$ cat src/rtl/nsc_pkg.sv
package nsc_pkg;

  // ----------------------------------------------------------------
  // Clock and timing
  // ----------------------------------------------------------------
  localparam int unsigned CLK_PERIOD_PS  = 4000;
  localparam int unsigned ACCESS_NS      = 45;
  localparam int unsigned ACCESS_CYC     = (ACCESS_NS * 1000 + CLK_PERIOD_PS - 1) / CLK_PERIOD_PS;
  localparam int unsigned RECOVERY_NS    = 20;
  localparam int unsigned RECOVERY_CYC   = (RECOVERY_NS * 1000 + CLK_PERIOD_PS - 1) / CLK_PERIOD_PS;
  localparam int unsigned REQ_PULSE_NS   = 100;
  localparam int unsigned REQ_PULSE_CYC  = (REQ_PULSE_NS * 1000 + CLK_PERIOD_PS - 1) / CLK_PERIOD_PS;
  localparam int unsigned SETTLE_NS      = 100;
  localparam int unsigned SETTLE_CYC     = (SETTLE_NS * 1000 + CLK_PERIOD_PS - 1) / CLK_PERIOD_PS;
  localparam int unsigned WAKE_NS        = 8000;
  localparam int unsigned WAKE_CYC       = (WAKE_NS * 1000 + CLK_PERIOD_PS - 1) / CLK_PERIOD_PS;
  localparam int unsigned CNT_W          = 12;

  // ----------------------------------------------------------------
  // Memory port widths
  // ----------------------------------------------------------------
  localparam int unsigned ADDR_W = 20;
  localparam int unsigned DATA_W = 16;

  // ----------------------------------------------------------------
  // Command sequence addresses
  // ----------------------------------------------------------------
  localparam logic [15:0] SEQ_ADDR_0    = 16'h4e38;
  localparam logic [15:0] SEQ_ADDR_1    = 16'hb1c7;
  localparam logic [15:0] SEQ_ADDR_2    = 16'h83e0;
  localparam logic [15:0] SEQ_ADDR_3    = 16'h7c1f;
  localparam logic [15:0] SEQ_ADDR_4    = 16'h703f;
  localparam logic [15:0] FIN_STORE     = 16'h8fc0;
  localparam logic [15:0] FIN_RECALL    = 16'h4c63;
  localparam logic [15:0] FIN_AUTO_OFF  = 16'h8b45;
  localparam logic [15:0] FIN_AUTO_ON   = 16'h4b46;
  localparam logic [2:0]  SEQ_LAST      = 3'h5;

  // ----------------------------------------------------------------
  // Register map
  // ----------------------------------------------------------------
  localparam logic [7:0] REG_CMD    = 8'h00;
  localparam logic [7:0] REG_ADDR   = 8'h04;
  localparam logic [7:0] REG_WDATA  = 8'h08;
  localparam logic [7:0] REG_RDATA  = 8'h0c;
  localparam logic [7:0] REG_STATUS = 8'h10;

  localparam int unsigned CMD_CODE_LSB   = 0;
  localparam int unsigned WDATA_BE_LSB   = 16;
  localparam int unsigned ST_BUSY_BIT    = 0;
  localparam int unsigned ST_LINE_BIT    = 1;
  localparam int unsigned ST_SLEEP_BIT   = 2;
  localparam int unsigned ST_DONE_BIT    = 3;
  localparam int unsigned ST_REFUSED_BIT = 4;

  localparam logic [1:0] BE_RESET = 2'h0;

  // ----------------------------------------------------------------
  // Commands written to the command register
  // ----------------------------------------------------------------
  localparam logic [3:0] CMD_READ     = 4'h0;
  localparam logic [3:0] CMD_WRITE    = 4'h1;
  localparam logic [3:0] CMD_STORE    = 4'h2;
  localparam logic [3:0] CMD_RECALL   = 4'h3;
  localparam logic [3:0] CMD_AUTO_OFF = 4'h4;
  localparam logic [3:0] CMD_AUTO_ON  = 4'h5;
  localparam logic [3:0] CMD_HW_STORE = 4'h6;
  localparam logic [3:0] CMD_SLEEP    = 4'h7;
  localparam logic [3:0] CMD_WAKE     = 4'h8;

  localparam logic [1:0] HTRANS_NONSEQ = 2'h2;

endpackage : nsc_pkg

$ cat src/rtl/nsc_cycle_if.sv
`timescale 1ns/1ns
interface nsc_cycle_if;
  logic        req;
  logic        wr;
  logic [19:0] addr;
  logic [15:0] wdata;
  logic [1:0]  be_n;
  logic        done;
  logic [15:0] rdata;

  modport ctrl   (output req, output wr, output addr, output wdata, output be_n, input done, input rdata);
  modport engine (input req, input wr, input addr, input wdata, input be_n, output done, output rdata);
endinterface : nsc_cycle_if

$ cat src/rtl/nsc_ctrl.sv
`timescale 1ns/1ns
// Overview of operation
// - Disable auto save when no capacitor fitted.
// - Five fixed reads open every software store, recall and auto save command.
// - No other access inside the sequence.
// - Write enable stays high for six reads.
// - No access for wake delay after sleep.
// - Software store after changing auto save; the controller issues none after CMD_AUTO_OFF or CMD_AUTO_ON.
module nsc_ctrl
(
  input  wire logic        clk_sys_i,
  input  wire logic        reset_n_i,
  input  wire logic        hsel_i,
  input  wire logic [31:0] haddr_i,
  input  wire logic [1:0]  htrans_i,
  input  wire logic        hwrite_i,
  input  wire logic [2:0]  hsize_i,
  input  wire logic [31:0] hwdata_i,
  input  wire logic        hready_i,
  output      logic        hreadyout_o,
  output      logic        hresp_o,
  output      logic [31:0] hrdata_o,
  output      logic [19:0] mem_addr_o,
  output      logic [15:0] mem_dq_o,
  output      logic        mem_dq_oe_o,
  input  wire logic [15:0] mem_dq_i,
  output      logic        first_chip_enable_n_o,
  output      logic        second_chip_enable_o,
  output      logic        output_enable_n_o,
  output      logic        write_enable_n_o,
  output      logic        upper_byte_enable_n_o,
  output      logic        lower_byte_enable_n_o,
  output      logic        sleep_request_n_o,
  output      logic        store_busy_line_o,
  output      logic        store_busy_line_oe_o,
  input  wire logic        store_busy_line_i
);

  typedef enum logic [2:0] {S_IDLE, S_ACCESS, S_HWREQ, S_SETTLE, S_WAIT_HIGH, S_RECOVER, S_WAKE} nsc_state_e;

  nsc_cycle_if cyc ();

  nsc_state_e                  state;
  logic [nsc_pkg::CNT_W-1:0]   cnt;
  logic [3:0]                  cmd;
  logic [2:0]                  step;
  logic                        inflight;
  logic                        asleep;
  logic                        done_flag;
  logic                        refused_flag;
  logic [19:0]                 addr_reg;
  logic [15:0]                 wdata_reg;
  logic [1:0]                  be_reg;
  logic [15:0]                 rdata_reg;
  logic                        wr_pend;
  logic [7:0]                  wr_addr;
  logic                        rd_pend;
  logic [7:0]                  rd_addr;
  logic                        cmd_wr;
  logic                        go_ok;
  logic                        finish;
  logic                        is_seq;
  logic [15:0]                 seq_addr;

  // ----------------------------------------------------------------
  // Bus slave: zero wait states, always OKAY
  // ----------------------------------------------------------------
  assign hreadyout_o = 1'b1;
  assign hresp_o     = 1'b0;

  always_ff @(posedge clk_sys_i)
  begin
    if (!reset_n_i)
    begin
      wr_pend <= 1'b0;
      rd_pend <= 1'b0;
      wr_addr <= '0;
      rd_addr <= '0;
    end
    else if (hready_i)
    begin
      wr_pend <= hsel_i && htrans_i == nsc_pkg::HTRANS_NONSEQ && hwrite_i;
      rd_pend <= hsel_i && htrans_i == nsc_pkg::HTRANS_NONSEQ && !hwrite_i;
      wr_addr <= haddr_i[7:0];
      rd_addr <= haddr_i[7:0];
    end
  end

  always_comb
  begin
    hrdata_o = '0;
    if (rd_pend)
    begin
      unique case (rd_addr)
        nsc_pkg::REG_CMD:    hrdata_o = {28'h0000000, cmd};
        nsc_pkg::REG_ADDR:   hrdata_o = {12'h000, addr_reg};
        nsc_pkg::REG_WDATA:  hrdata_o = {14'h0000, be_reg, wdata_reg};
        nsc_pkg::REG_RDATA:  hrdata_o = {16'h0000, rdata_reg};
        nsc_pkg::REG_STATUS: hrdata_o = {27'h0000000, refused_flag, done_flag, asleep,
                                         store_busy_line_i, state != S_IDLE};
        default:             hrdata_o = '0;
      endcase
    end
  end

  assign cmd_wr = wr_pend && wr_addr == nsc_pkg::REG_CMD;
  // Sleeping device ignores all but the sleep pin, so only wake is taken then
  assign go_ok  = state == S_IDLE &&
                  (asleep ? hwdata_i[3:0] == nsc_pkg::CMD_WAKE
                          : hwdata_i[3:0] != nsc_pkg::CMD_WAKE);

  always_ff @(posedge clk_sys_i)
  begin
    if (!reset_n_i)
    begin
      addr_reg  <= '0;
      wdata_reg <= '0;
      be_reg    <= nsc_pkg::BE_RESET;
    end
    else if (wr_pend && wr_addr == nsc_pkg::REG_ADDR)
      addr_reg <= hwdata_i[19:0];
    else if (wr_pend && wr_addr == nsc_pkg::REG_WDATA)
    begin
      wdata_reg <= hwdata_i[15:0];
      be_reg    <= hwdata_i[nsc_pkg::WDATA_BE_LSB +: 2];
    end
  end

  // ----------------------------------------------------------------
  // Status flags: completion set wins over a clear in the same cycle
  // ----------------------------------------------------------------
  always_ff @(posedge clk_sys_i)
  begin
    if (!reset_n_i)
    begin
      done_flag    <= 1'b0;
      refused_flag <= 1'b0;
    end
    else
    begin
      if (finish)
        done_flag <= 1'b1;
      else if (wr_pend && wr_addr == nsc_pkg::REG_STATUS && hwdata_i[nsc_pkg::ST_DONE_BIT])
        done_flag <= 1'b0;
      if (cmd_wr && !go_ok)
        refused_flag <= 1'b1;
      else if (wr_pend && wr_addr == nsc_pkg::REG_STATUS && hwdata_i[nsc_pkg::ST_REFUSED_BIT])
        refused_flag <= 1'b0;
    end
  end

  always_ff @(posedge clk_sys_i)
  begin
    if (!reset_n_i)
      rdata_reg <= '0;
    else if (cyc.done && cmd == nsc_pkg::CMD_READ)
      rdata_reg <= cyc.rdata;
  end

  // ----------------------------------------------------------------
  // Command sequence addresses
  // ----------------------------------------------------------------
  assign is_seq = cmd == nsc_pkg::CMD_STORE || cmd == nsc_pkg::CMD_RECALL ||
                  cmd == nsc_pkg::CMD_AUTO_OFF || cmd == nsc_pkg::CMD_AUTO_ON;

  always_comb
  begin
    seq_addr = nsc_pkg::SEQ_ADDR_0;
    unique case (step)
      3'h0:    seq_addr = nsc_pkg::SEQ_ADDR_0;
      3'h1:    seq_addr = nsc_pkg::SEQ_ADDR_1;
      3'h2:    seq_addr = nsc_pkg::SEQ_ADDR_2;
      3'h3:    seq_addr = nsc_pkg::SEQ_ADDR_3;
      3'h4:    seq_addr = nsc_pkg::SEQ_ADDR_4;
      default:
      begin
        unique case (cmd)
          nsc_pkg::CMD_STORE:    seq_addr = nsc_pkg::FIN_STORE;
          nsc_pkg::CMD_RECALL:   seq_addr = nsc_pkg::FIN_RECALL;
          nsc_pkg::CMD_AUTO_OFF: seq_addr = nsc_pkg::FIN_AUTO_OFF;
          default:               seq_addr = nsc_pkg::FIN_AUTO_ON;
        endcase
      end
    endcase
  end

  // Accesses start only while the busy line is high
  assign cyc.req   = state == S_ACCESS && !inflight && store_busy_line_i;
  assign cyc.wr    = cmd == nsc_pkg::CMD_WRITE && !is_seq;
  assign cyc.addr  = is_seq ? {4'h0, seq_addr} : addr_reg;
  assign cyc.wdata = wdata_reg;
  assign cyc.be_n  = is_seq ? 2'h0 : be_reg;

  assign finish = (state == S_ACCESS && cyc.done &&
                   (!is_seq || (step == nsc_pkg::SEQ_LAST &&
                    cmd != nsc_pkg::CMD_STORE && cmd != nsc_pkg::CMD_RECALL))) ||
                  (state == S_RECOVER && cnt == '0 && store_busy_line_i) ||
                  (state == S_WAKE && cnt == '0) ||
                  (cmd_wr && go_ok && hwdata_i[3:0] == nsc_pkg::CMD_SLEEP);

  // ----------------------------------------------------------------
  // Operation sequencer
  // ----------------------------------------------------------------
  always_ff @(posedge clk_sys_i)
  begin
    if (!reset_n_i)
    begin
      state    <= S_IDLE;
      cmd      <= nsc_pkg::CMD_READ;
      step     <= '0;
      cnt      <= '0;
      inflight <= 1'b0;
    end
    else
    begin
      if (cyc.req)
        inflight <= 1'b1;
      else if (cyc.done)
        inflight <= 1'b0;
      unique case (state)
        S_IDLE:
        begin
          step <= '0;
          if (cmd_wr && go_ok)
          begin
            cmd <= hwdata_i[3:0];
            unique case (hwdata_i[3:0])
              nsc_pkg::CMD_HW_STORE:
              begin
                state <= S_HWREQ;
                cnt   <= nsc_pkg::CNT_W'(nsc_pkg::REQ_PULSE_CYC - 1);
              end
              nsc_pkg::CMD_SLEEP:
                state <= S_IDLE;
              nsc_pkg::CMD_WAKE:
              begin
                state <= S_WAKE;
                cnt   <= nsc_pkg::CNT_W'(nsc_pkg::WAKE_CYC - 1);
              end
              default:
                state <= S_ACCESS;
            endcase
          end
        end
        S_ACCESS:
        begin
          if (cyc.done)
          begin
            if (is_seq && step != nsc_pkg::SEQ_LAST)
              step <= step + 1'b1;
            else if (cmd == nsc_pkg::CMD_STORE || cmd == nsc_pkg::CMD_RECALL)
            begin
              state <= S_SETTLE;
              cnt   <= nsc_pkg::CNT_W'(nsc_pkg::SETTLE_CYC - 1);
            end
            else
              state <= S_IDLE;
          end
        end
        S_HWREQ, S_SETTLE:
        begin
          if (cnt == '0)
            state <= S_WAIT_HIGH;
          else
            cnt <= cnt - 1'b1;
        end
        S_WAIT_HIGH:
        begin
          if (store_busy_line_i)
          begin
            state <= S_RECOVER;
            cnt   <= nsc_pkg::CNT_W'(nsc_pkg::RECOVERY_CYC - 1);
          end
        end
        S_RECOVER, S_WAKE:
        begin
          if (!store_busy_line_i && state == S_RECOVER)
            state <= S_WAIT_HIGH;
          else if (cnt == '0)
            state <= S_IDLE;
          else
            cnt <= cnt - 1'b1;
        end
        default:
          state <= S_IDLE;
      endcase
    end
  end

  // ----------------------------------------------------------------
  // Sleep pin and busy line request drive
  // ----------------------------------------------------------------
  always_ff @(posedge clk_sys_i)
  begin
    if (!reset_n_i)
      asleep <= 1'b0;
    else if (cmd_wr && go_ok && hwdata_i[3:0] == nsc_pkg::CMD_SLEEP)
      asleep <= 1'b1;
    else if (cmd_wr && go_ok && hwdata_i[3:0] == nsc_pkg::CMD_WAKE)
      asleep <= 1'b0;
  end

  assign sleep_request_n_o    = !asleep;
  assign store_busy_line_o    = 1'b0;
  assign store_busy_line_oe_o = state == S_HWREQ;

  nsc_pin_cycle u_pin_cycle
  (
    .clk_sys_i             (clk_sys_i),
    .reset_n_i             (reset_n_i),
    .cyc                   (cyc.engine),
    .mem_addr_o            (mem_addr_o),
    .mem_dq_o              (mem_dq_o),
    .mem_dq_oe_o           (mem_dq_oe_o),
    .mem_dq_i              (mem_dq_i),
    .first_chip_enable_n_o (first_chip_enable_n_o),
    .second_chip_enable_o  (second_chip_enable_o),
    .output_enable_n_o     (output_enable_n_o),
    .write_enable_n_o      (write_enable_n_o),
    .upper_byte_enable_n_o (upper_byte_enable_n_o),
    .lower_byte_enable_n_o (lower_byte_enable_n_o)
  );

endmodule : nsc_ctrl

$ cat src/rtl/nsc_pin_cycle.sv
`timescale 1ns/1ns
module nsc_pin_cycle
(
  input  wire logic        clk_sys_i,
  input  wire logic        reset_n_i,
  nsc_cycle_if.engine      cyc,
  output      logic [19:0] mem_addr_o,
  output      logic [15:0] mem_dq_o,
  output      logic        mem_dq_oe_o,
  input  wire logic [15:0] mem_dq_i,
  output      logic        first_chip_enable_n_o,
  output      logic        second_chip_enable_o,
  output      logic        output_enable_n_o,
  output      logic        write_enable_n_o,
  output      logic        upper_byte_enable_n_o,
  output      logic        lower_byte_enable_n_o
);

  typedef enum logic [1:0] {E_IDLE, E_SETUP, E_STROBE, E_HOLD} nsc_eng_e;

  nsc_eng_e                      state;
  logic [nsc_pkg::CNT_W-1:0]     cnt;
  logic                          wr_q;

  // ----------------------------------------------------------------
  // Cycle sequencing
  // ----------------------------------------------------------------
  always_ff @(posedge clk_sys_i)
  begin
    if (!reset_n_i)
    begin
      state <= E_IDLE;
      cnt   <= '0;
      wr_q  <= 1'b0;
    end
    else
    begin
      unique case (state)
        E_IDLE:
        begin
          if (cyc.req)
          begin
            state <= E_SETUP;
            wr_q  <= cyc.wr;
          end
        end
        E_SETUP:
        begin
          state <= E_STROBE;
          cnt   <= nsc_pkg::CNT_W'(nsc_pkg::ACCESS_CYC - 1);
        end
        E_STROBE:
        begin
          if (cnt == '0)
            state <= E_HOLD;
          else
            cnt <= cnt - 1'b1;
        end
        E_HOLD:
          state <= E_IDLE;
      endcase
    end
  end

  assign cyc.done = (state == E_HOLD);

  // ----------------------------------------------------------------
  // Pin drive; deselected means first enable high, second low
  // ----------------------------------------------------------------
  always_ff @(posedge clk_sys_i)
  begin
    if (!reset_n_i)
    begin
      mem_addr_o            <= '0;
      mem_dq_o              <= '0;
      mem_dq_oe_o           <= 1'b0;
      first_chip_enable_n_o <= 1'b1;
      second_chip_enable_o  <= 1'b0;
      output_enable_n_o     <= 1'b1;
      write_enable_n_o      <= 1'b1;
      upper_byte_enable_n_o <= 1'b1;
      lower_byte_enable_n_o <= 1'b1;
    end
    else
    begin
      if (state == E_IDLE && cyc.req)
      begin
        mem_addr_o            <= cyc.addr;
        mem_dq_o              <= cyc.wdata;
        mem_dq_oe_o           <= cyc.wr;
        upper_byte_enable_n_o <= cyc.be_n[1];
        lower_byte_enable_n_o <= cyc.be_n[0];
        first_chip_enable_n_o <= 1'b0;
        second_chip_enable_o  <= 1'b1;
      end
      else if (state == E_SETUP)
      begin
        output_enable_n_o <= wr_q;
        write_enable_n_o  <= !wr_q;
      end
      else if (state == E_STROBE && cnt == '0)
      begin
        output_enable_n_o     <= 1'b1;
        write_enable_n_o      <= 1'b1;
        first_chip_enable_n_o <= 1'b1;
        second_chip_enable_o  <= 1'b0;
      end
      else if (state == E_HOLD)
      begin
        mem_dq_oe_o           <= 1'b0;
        upper_byte_enable_n_o <= 1'b1;
        lower_byte_enable_n_o <= 1'b1;
      end
    end
  end

  always_ff @(posedge clk_sys_i)
  begin
    if (!reset_n_i)
      cyc.rdata <= '0;
    else if (state == E_STROBE && cnt == '0 && !wr_q)
      cyc.rdata <= mem_dq_i;
  end

endmodule : nsc_pin_cycle

$ cat config.mk
export PLATFORM = sky130hd
export DESIGN_NAME = nsc_ctrl
export DESIGN_NICKNAME = d
export VERILOG_FILES = /design/src/rtl/nsc_pkg.sv /design/src/rtl/nsc_cycle_if.sv /design/src/rtl/nsc_ctrl.sv /design/src/rtl/nsc_pin_cycle.sv
export SDC_FILE = /design/constraint.sdc
export NUM_CORES = 1
export LEC_CHECK = 0
export BUFFER_PORTS_ARGS = -buffer_cell sky130_fd_sc_hd__buf_2
export CAP_MARGIN = 20
export CORE_ASPECT_RATIO = 1.5
export CORE_MARGIN = 2
export CORE_UTILIZATION = 51
export CTS_CLUSTER_SIZE = 14
export DETAILED_ROUTE_END_ITERATION = 10
export GPL_ROUTABILITY_DRIVEN = 0
export GPL_TIMING_DRIVEN = 0
export PLACE_DENSITY_LB_ADDON = 0.05
export SYNTH_ARGS = -nofsm -noshare
export SYNTH_HDL_FRONTEND = slang
export SYNTH_SLANG_ARGS = --single-unit
$ cat constraint.sdc
create_clock -name clk_sys_i -period 6.1 [get_ports clk_sys_i]
set_input_delay 1.22 -clock clk_sys_i [delete_from_list [all_inputs] [get_ports clk_sys_i]]
set_output_delay 1.22 -clock clk_sys_i [all_outputs]
set_load 0.005 [all_outputs]
After elaboration in Yosys (flattened, before gate mapping)
Index checks and enable logic that the tools add are counted.
W data, S select, Z words.

storage, ports and cells
  flip-flop bits (word level) = 164
  bits in latches = 0
  memory bits (writable) = 0
  memory bits (read-only) = 0
  word-level logic and storage cells = 212
  memories = 0

operators by class
  add/sub/neg operators = 3
  multiply operators = 0
  divide/modulo/power cells = 0
  $lt $le $gt $ge = 0
  eq/ne operators = 46
  shift operators = 0
  mux-type cells = 58
  bitwise gates (word level) = 2
  reduce and logical (&&, ||, !) cells = 75

operators by type and width
  cell                     number
  $pmux W20 S5             1
  $mux W12                 8
  $pmux W16 S5             1
  $pmux W12 S5             1
  $pmux W12 S2             2
  $pmux W16 S3             1
  $mux W20                 2
  $logic_and A1 B1 Y1      30
  $mux W3                  9
  $mux W1                  25
  $logic_not A12 Y1        2
  $sub A12 B1 Y12 const B  2
  $reduce_bool A2 Y1       9
  $eq A4 B3 Y1 const B     4
  $eq A8 B4 Y1 const B     2
  $eq A3 B3 Y1 const B     5
  $pmux W3 S5              1
  $ne A2 B2 Y1 const B     7
  $reduce_and A2 Y1        7
  $eq A3 B2 Y1 const B     4
  $ne A2 B1 Y1 const B     6
  $pmux W3 S3              1
  $eq A4 B2 Y1 const B     2
  $eq A8 B3 Y1 const B     1
  27 further kinds         51

Depth between registers and ports, before layout
  depth in word-level cells = 11
  depth in mapped cells = 9
  depth with buffers taken out = 8

Cells and area by module
A second synthesis with hierarchy kept.

second synthesis, totals
  cells, all modules = 1,023
  area, all modules = 8,115.3 um2

by module, submodules not included
  module         instances  cells an instance  area each (um2)  seq. area each (um2)
  nsc_ctrl       1          663                5,190.0          1,801.7
  nsc_pin_cycle  1          360                2,925.3          1,481.4

Least setup slack after synthesis
Ideal clock, no wire load.

  kind = flip-flop to output port
  start point = register rd_addr[0]
  end point = output hrdata_o[18]
  data arrival time = 1,891 ps
  slack = 2,989 ps
  cell stages (with the launch flop) = 6
  cell sequence = dfxtp_1 > or4_4 > nor3_1 > o21ai_1 > nor2_1 > and2_1

between the ends
  cells in the longest elaborated chain, start to end = 3

ends and longest elaborated chain
  what                                  RTL line        RTL
  start, declared                       nsc_ctrl.sv:58  logic [7:0] rd_addr;
  start signal, assigned                nsc_ctrl.sv:85  rd_addr <= haddr_i[7:0];
  $eq A8 B5 Y1 (tied with other cells)  nsc_ctrl.sv:94  unique case (rd_addr)
  $pmux W20 S5 (*)                      nsc_ctrl.sv:94
  $mux W20 (*)                          nsc_ctrl.sv:92  if (rd_pend)
  end, declared                         nsc_ctrl.sv:22  output logic [31:0] hrdata_o,

Mark *: on every way between the ends. The rest lies on a longest branch, timed or not.

Worst setup path in the final report
  start point = register rd_addr[0]
  end point = output hrdata_o[19]

The elaborated chain is that of the path after synthesis.

==> summary.md <==
| Metric | Value |
|---|---|
| Status | complete, no violations |
| R2R setup slack | 3.26 ns |
| CP max FO | 8 |
| Adder-cell share of the synthesized area | 2.25% |
| Layout cells sized above 1 | 17.5% |
| Ys async rst share | 0% |
| Tot Pwr | 2930 uW |
| Hold Path Class | flip-flop to flip-flop |
| Final setup fails | 0 |
| Post-Syn Instances | 980 |
| Fmax | 241 MHz |
| Reg2reg end | u_pin_cycle.first_chip_enable_n_o |
| Die X-Extent | 105 microns |
| Synthesis-stage register bit count | 164 |
| Slowest-stage cell, CP | nor3_1 |
| Critical Setup Path Class | flip-flop to output port |
| HP Start | u_pin_cycle.mem_addr_o[4] |
| PnR worst setup slack | 1.96 ns |
| Antenna Nets Post-Route | 0 |
| Core area | 0.0150 sq mm |
| Drc violations | 0 |
| Post-CTS Setup Inserts | 0 |
| Worst skew pair latency | 0.43 ns |
| Final worst-path cycle share | 67.9% |
| Resized Gates After CTS | 0 |
| Crit. path cell count | 6 |
| Routed wire length | 23000 microns |
| Synth warn | 0 |
| R2R Path Start | state[1] |
| Starting density of the core | 51.8% |
| Via count | 7330 |
| Mapped Area | 0.00778 sq mm |
| Setup TNS | 0 ns |
| Leak | 0.00376 uW |
| Area leader, netlist | dfxtp_1 |
| Post-synthesis area per instance | 7.93 sq um |
| Post-DP HPWL | 17500 microns |
| Simple-gate share of the synthesized area | 22.8% |
| Hold-fix buffers, CTS | 0 |
| Synth cell count leaders | 195 x nand2_1, 164 x dfxtp_1, 115 x a21oi_1 |
| Crit path capture | hrdata_o[19] |
| Vias in the first global route | 7116 |
| Startpoint Class | flip-flop |
| Initial DRC count | 405 |
| Worst path buffer plus inverter count | 1 |
| Fin. Hold Viols | 0 |
| Routed vias/inst | 5.47 |
| Num rows | 55 |
| Post-Synth XOR/XNOR Area | 1.35% |
| Max-slew headroom | 34.2% |
| Total GRT Usage | 28.5% |
| IO Pins | 171 |
| N_diodes | 0 |
| Clock buffer count from CTS | 17 |
| Utilization after layout | 61.8% |
| Largest family of logic cells by synthesized area | simple AND/OR/NAND/NOR gates |
| Register area share after synthesis | 42.2% |
| Clk_skew | 0.00791 ns |
| Synth area leaders | dfxtp_1 42%, nand2_1 9.4%, a21oi_1 7.4% |
| CTS tree | yes |
| Post-synth EDFFs | 0 |
| WL/cell | 17.2 microns |
| Crit path max-delay family | simple AND/OR/NAND/NOR gates |
| Buffers on Ports | 114 |
| Reg clk slew, reported paths | 0.06 ns |
| Fin nets | 1232 |
| Post-synthesis compound-gate area fraction | 19.1% |
| Crit path cell chain | or4_4 -> nor3_1 -> o21ai_1 -> nor2_1 -> and2_1 -> buf_2 |
| Largest net degree at the start of global routing | 17 |
| Worst R2R Path Depth | 8 |
| DR pass1 iterations | 6 |
| Maximum vdd drop | 0.203 mV |
| Die height | 155 microns |
| Final Max Tran Viols | 0 |
| RSZ-0062 raised after global routing | false |
| Die area | 0.0163 sq mm |
| GR Overflow Total | 0 |
| Tmin final | 4.14 ns |
| Required time worst endpoint | 4.88 ns |
| Power density over cell area | 316 mW/mm^2 |
| Initial antenna violation count | 0 |
| Yosys top cell area share | 42.2% |
| Crit end category | output port |
| Critical path arrival | 2.92 ns |
| Most common flop cell mapped by yosys | dfxtp_1 |
| Distinct cells, synth | 72 |
| First-pass GRT wire length | 36500 microns |
| DP Worst Slack | 2.46 ns |
| Maximum buffer depth of the clock tree | 2 |
| Synth-to-Final Area Change | 19.3% |
| Critical Path Max Stage Delay | 0.81 ns |
| Crit path from | rd_addr[0] |
| CTS Root Cell | clkbuf_16 |
| H-tree depth | 4 |
| Number of max-cap violations | 0 |
| Multiplexer area fraction after synthesis | 6.24% |
| Most frequent cell after synthesis | nand2_1 |
| Worst-margin pin slew | 0.980 ns |
| Num Clock Sinks | 164 |
| Fillers | 1480 |
[cells in the final DEF, fill, tap and decap left out, types with 4 or more instances in the layout]
cell type,synthesis,routed
buf_2,6,120
nand4_1,4,4
o21ai_0,46,46
conb_1,2,15
nand2_1,195,195
buf_4,17,17
inv_6,0,4
a21oi_1,115,115
o211ai_1,14,14
or2_2,4,4
clkbuf_1,52,52
inv_1,21,21
dfxtp_1,164,164
nor4_1,9,9
a222oi_1,5,5
mux2_2,12,12
nor3b_1,5,5
a22oi_1,22,22
nor3_1,15,15
nand2b_1,10,10
and3_1,5,5
or3_1,4,4
xnor2_1,10,10
a211oi_1,5,5
nand3_1,15,15
ha_1,14,14
mux2i_1,35,35
clkbuf_16,0,17
and2_1,9,9
nor2_1,97,97
nand3b_1,4,4
[worst min path at each step]
| stage | depth (start not counted) | endpoint | slack (ns) |
|---|---|---|---|
| after floorplan | 2 | u_pin_cycle.cyc.rdata[0] | 0.44 |
| after global placement | 2 | u_pin_cycle.mem_addr_o[4] | 0.44 |
| after detailed placement | 2 | u_pin_cycle.mem_addr_o[7] | 0.44 |
| after CTS | 2 | u_pin_cycle.mem_addr_o[7] | 0.45 |
| after global routing | 2 | u_pin_cycle.cyc.rdata[11] | 0.47 |
| final | 2 | u_pin_cycle.mem_addr_o[4] | 0.45 |
[cells by family after synthesis]
family	after synthesis
compound gates	246
xor+xnor	12
fa+ha+maj	14
buf+inv	102
flops	164
mux	47
other cells	2
simple gates	393
[where the power goes]
| part | total [uW] | internal [uW] | switching (uW) |
|---|---|---|---|
| Combinational | 594 | 221 | 372 |
| Sequential | 1200 | 1140 | 58.1 |
| Clock | 1140 | 657 | 484 |
[metal layers]
| metal | up-vias | wire length, microns | track usage (%) |
|---|---|---|---|
| li1 | 3665 | - | - |
| met1 | 3417 | 8920 | 30.7 |
| met2 | 199 | 12500 | 53.7 |
| met3 | 49 | 890 | 4.61 |
| met4 | 0 | 774 | 13.3 |
| met5 | - | 0 | 0 |
[metrics by stage]
step	cells	cell area [sq um]	hold slack, ns
floorplan	993	7830	0.436
global placement	1306	8640	0.441
detailed placement	1306	8640	0.444
CTS	1338	9270	0.452
global route	1339	9270	0.471
finish	1339	9270	0.454
[area by class of cell]
class                      instances  area, sq um  share of cell area (%)
buffer                            79          375                    4.05
clock buffer                      17          425                    4.59
clock inverter                    15          199                    2.15
inverter                          23         86.3                   0.931
multi-input combinational        727         4080                    44.0
sequential                       164         3280                    35.4
tap                              199          249                    2.68
timing repair buffer             115          576                    6.21
[worst min-delay path, delay by kind of cell (launching register included)]
family / cells / cell delay [ns]
compound gates: 1 / 0.05
flops: 1 / 0.31
simple gates: 1 / 0.05
Note: power is estimated with default switching activity, not from simulation.
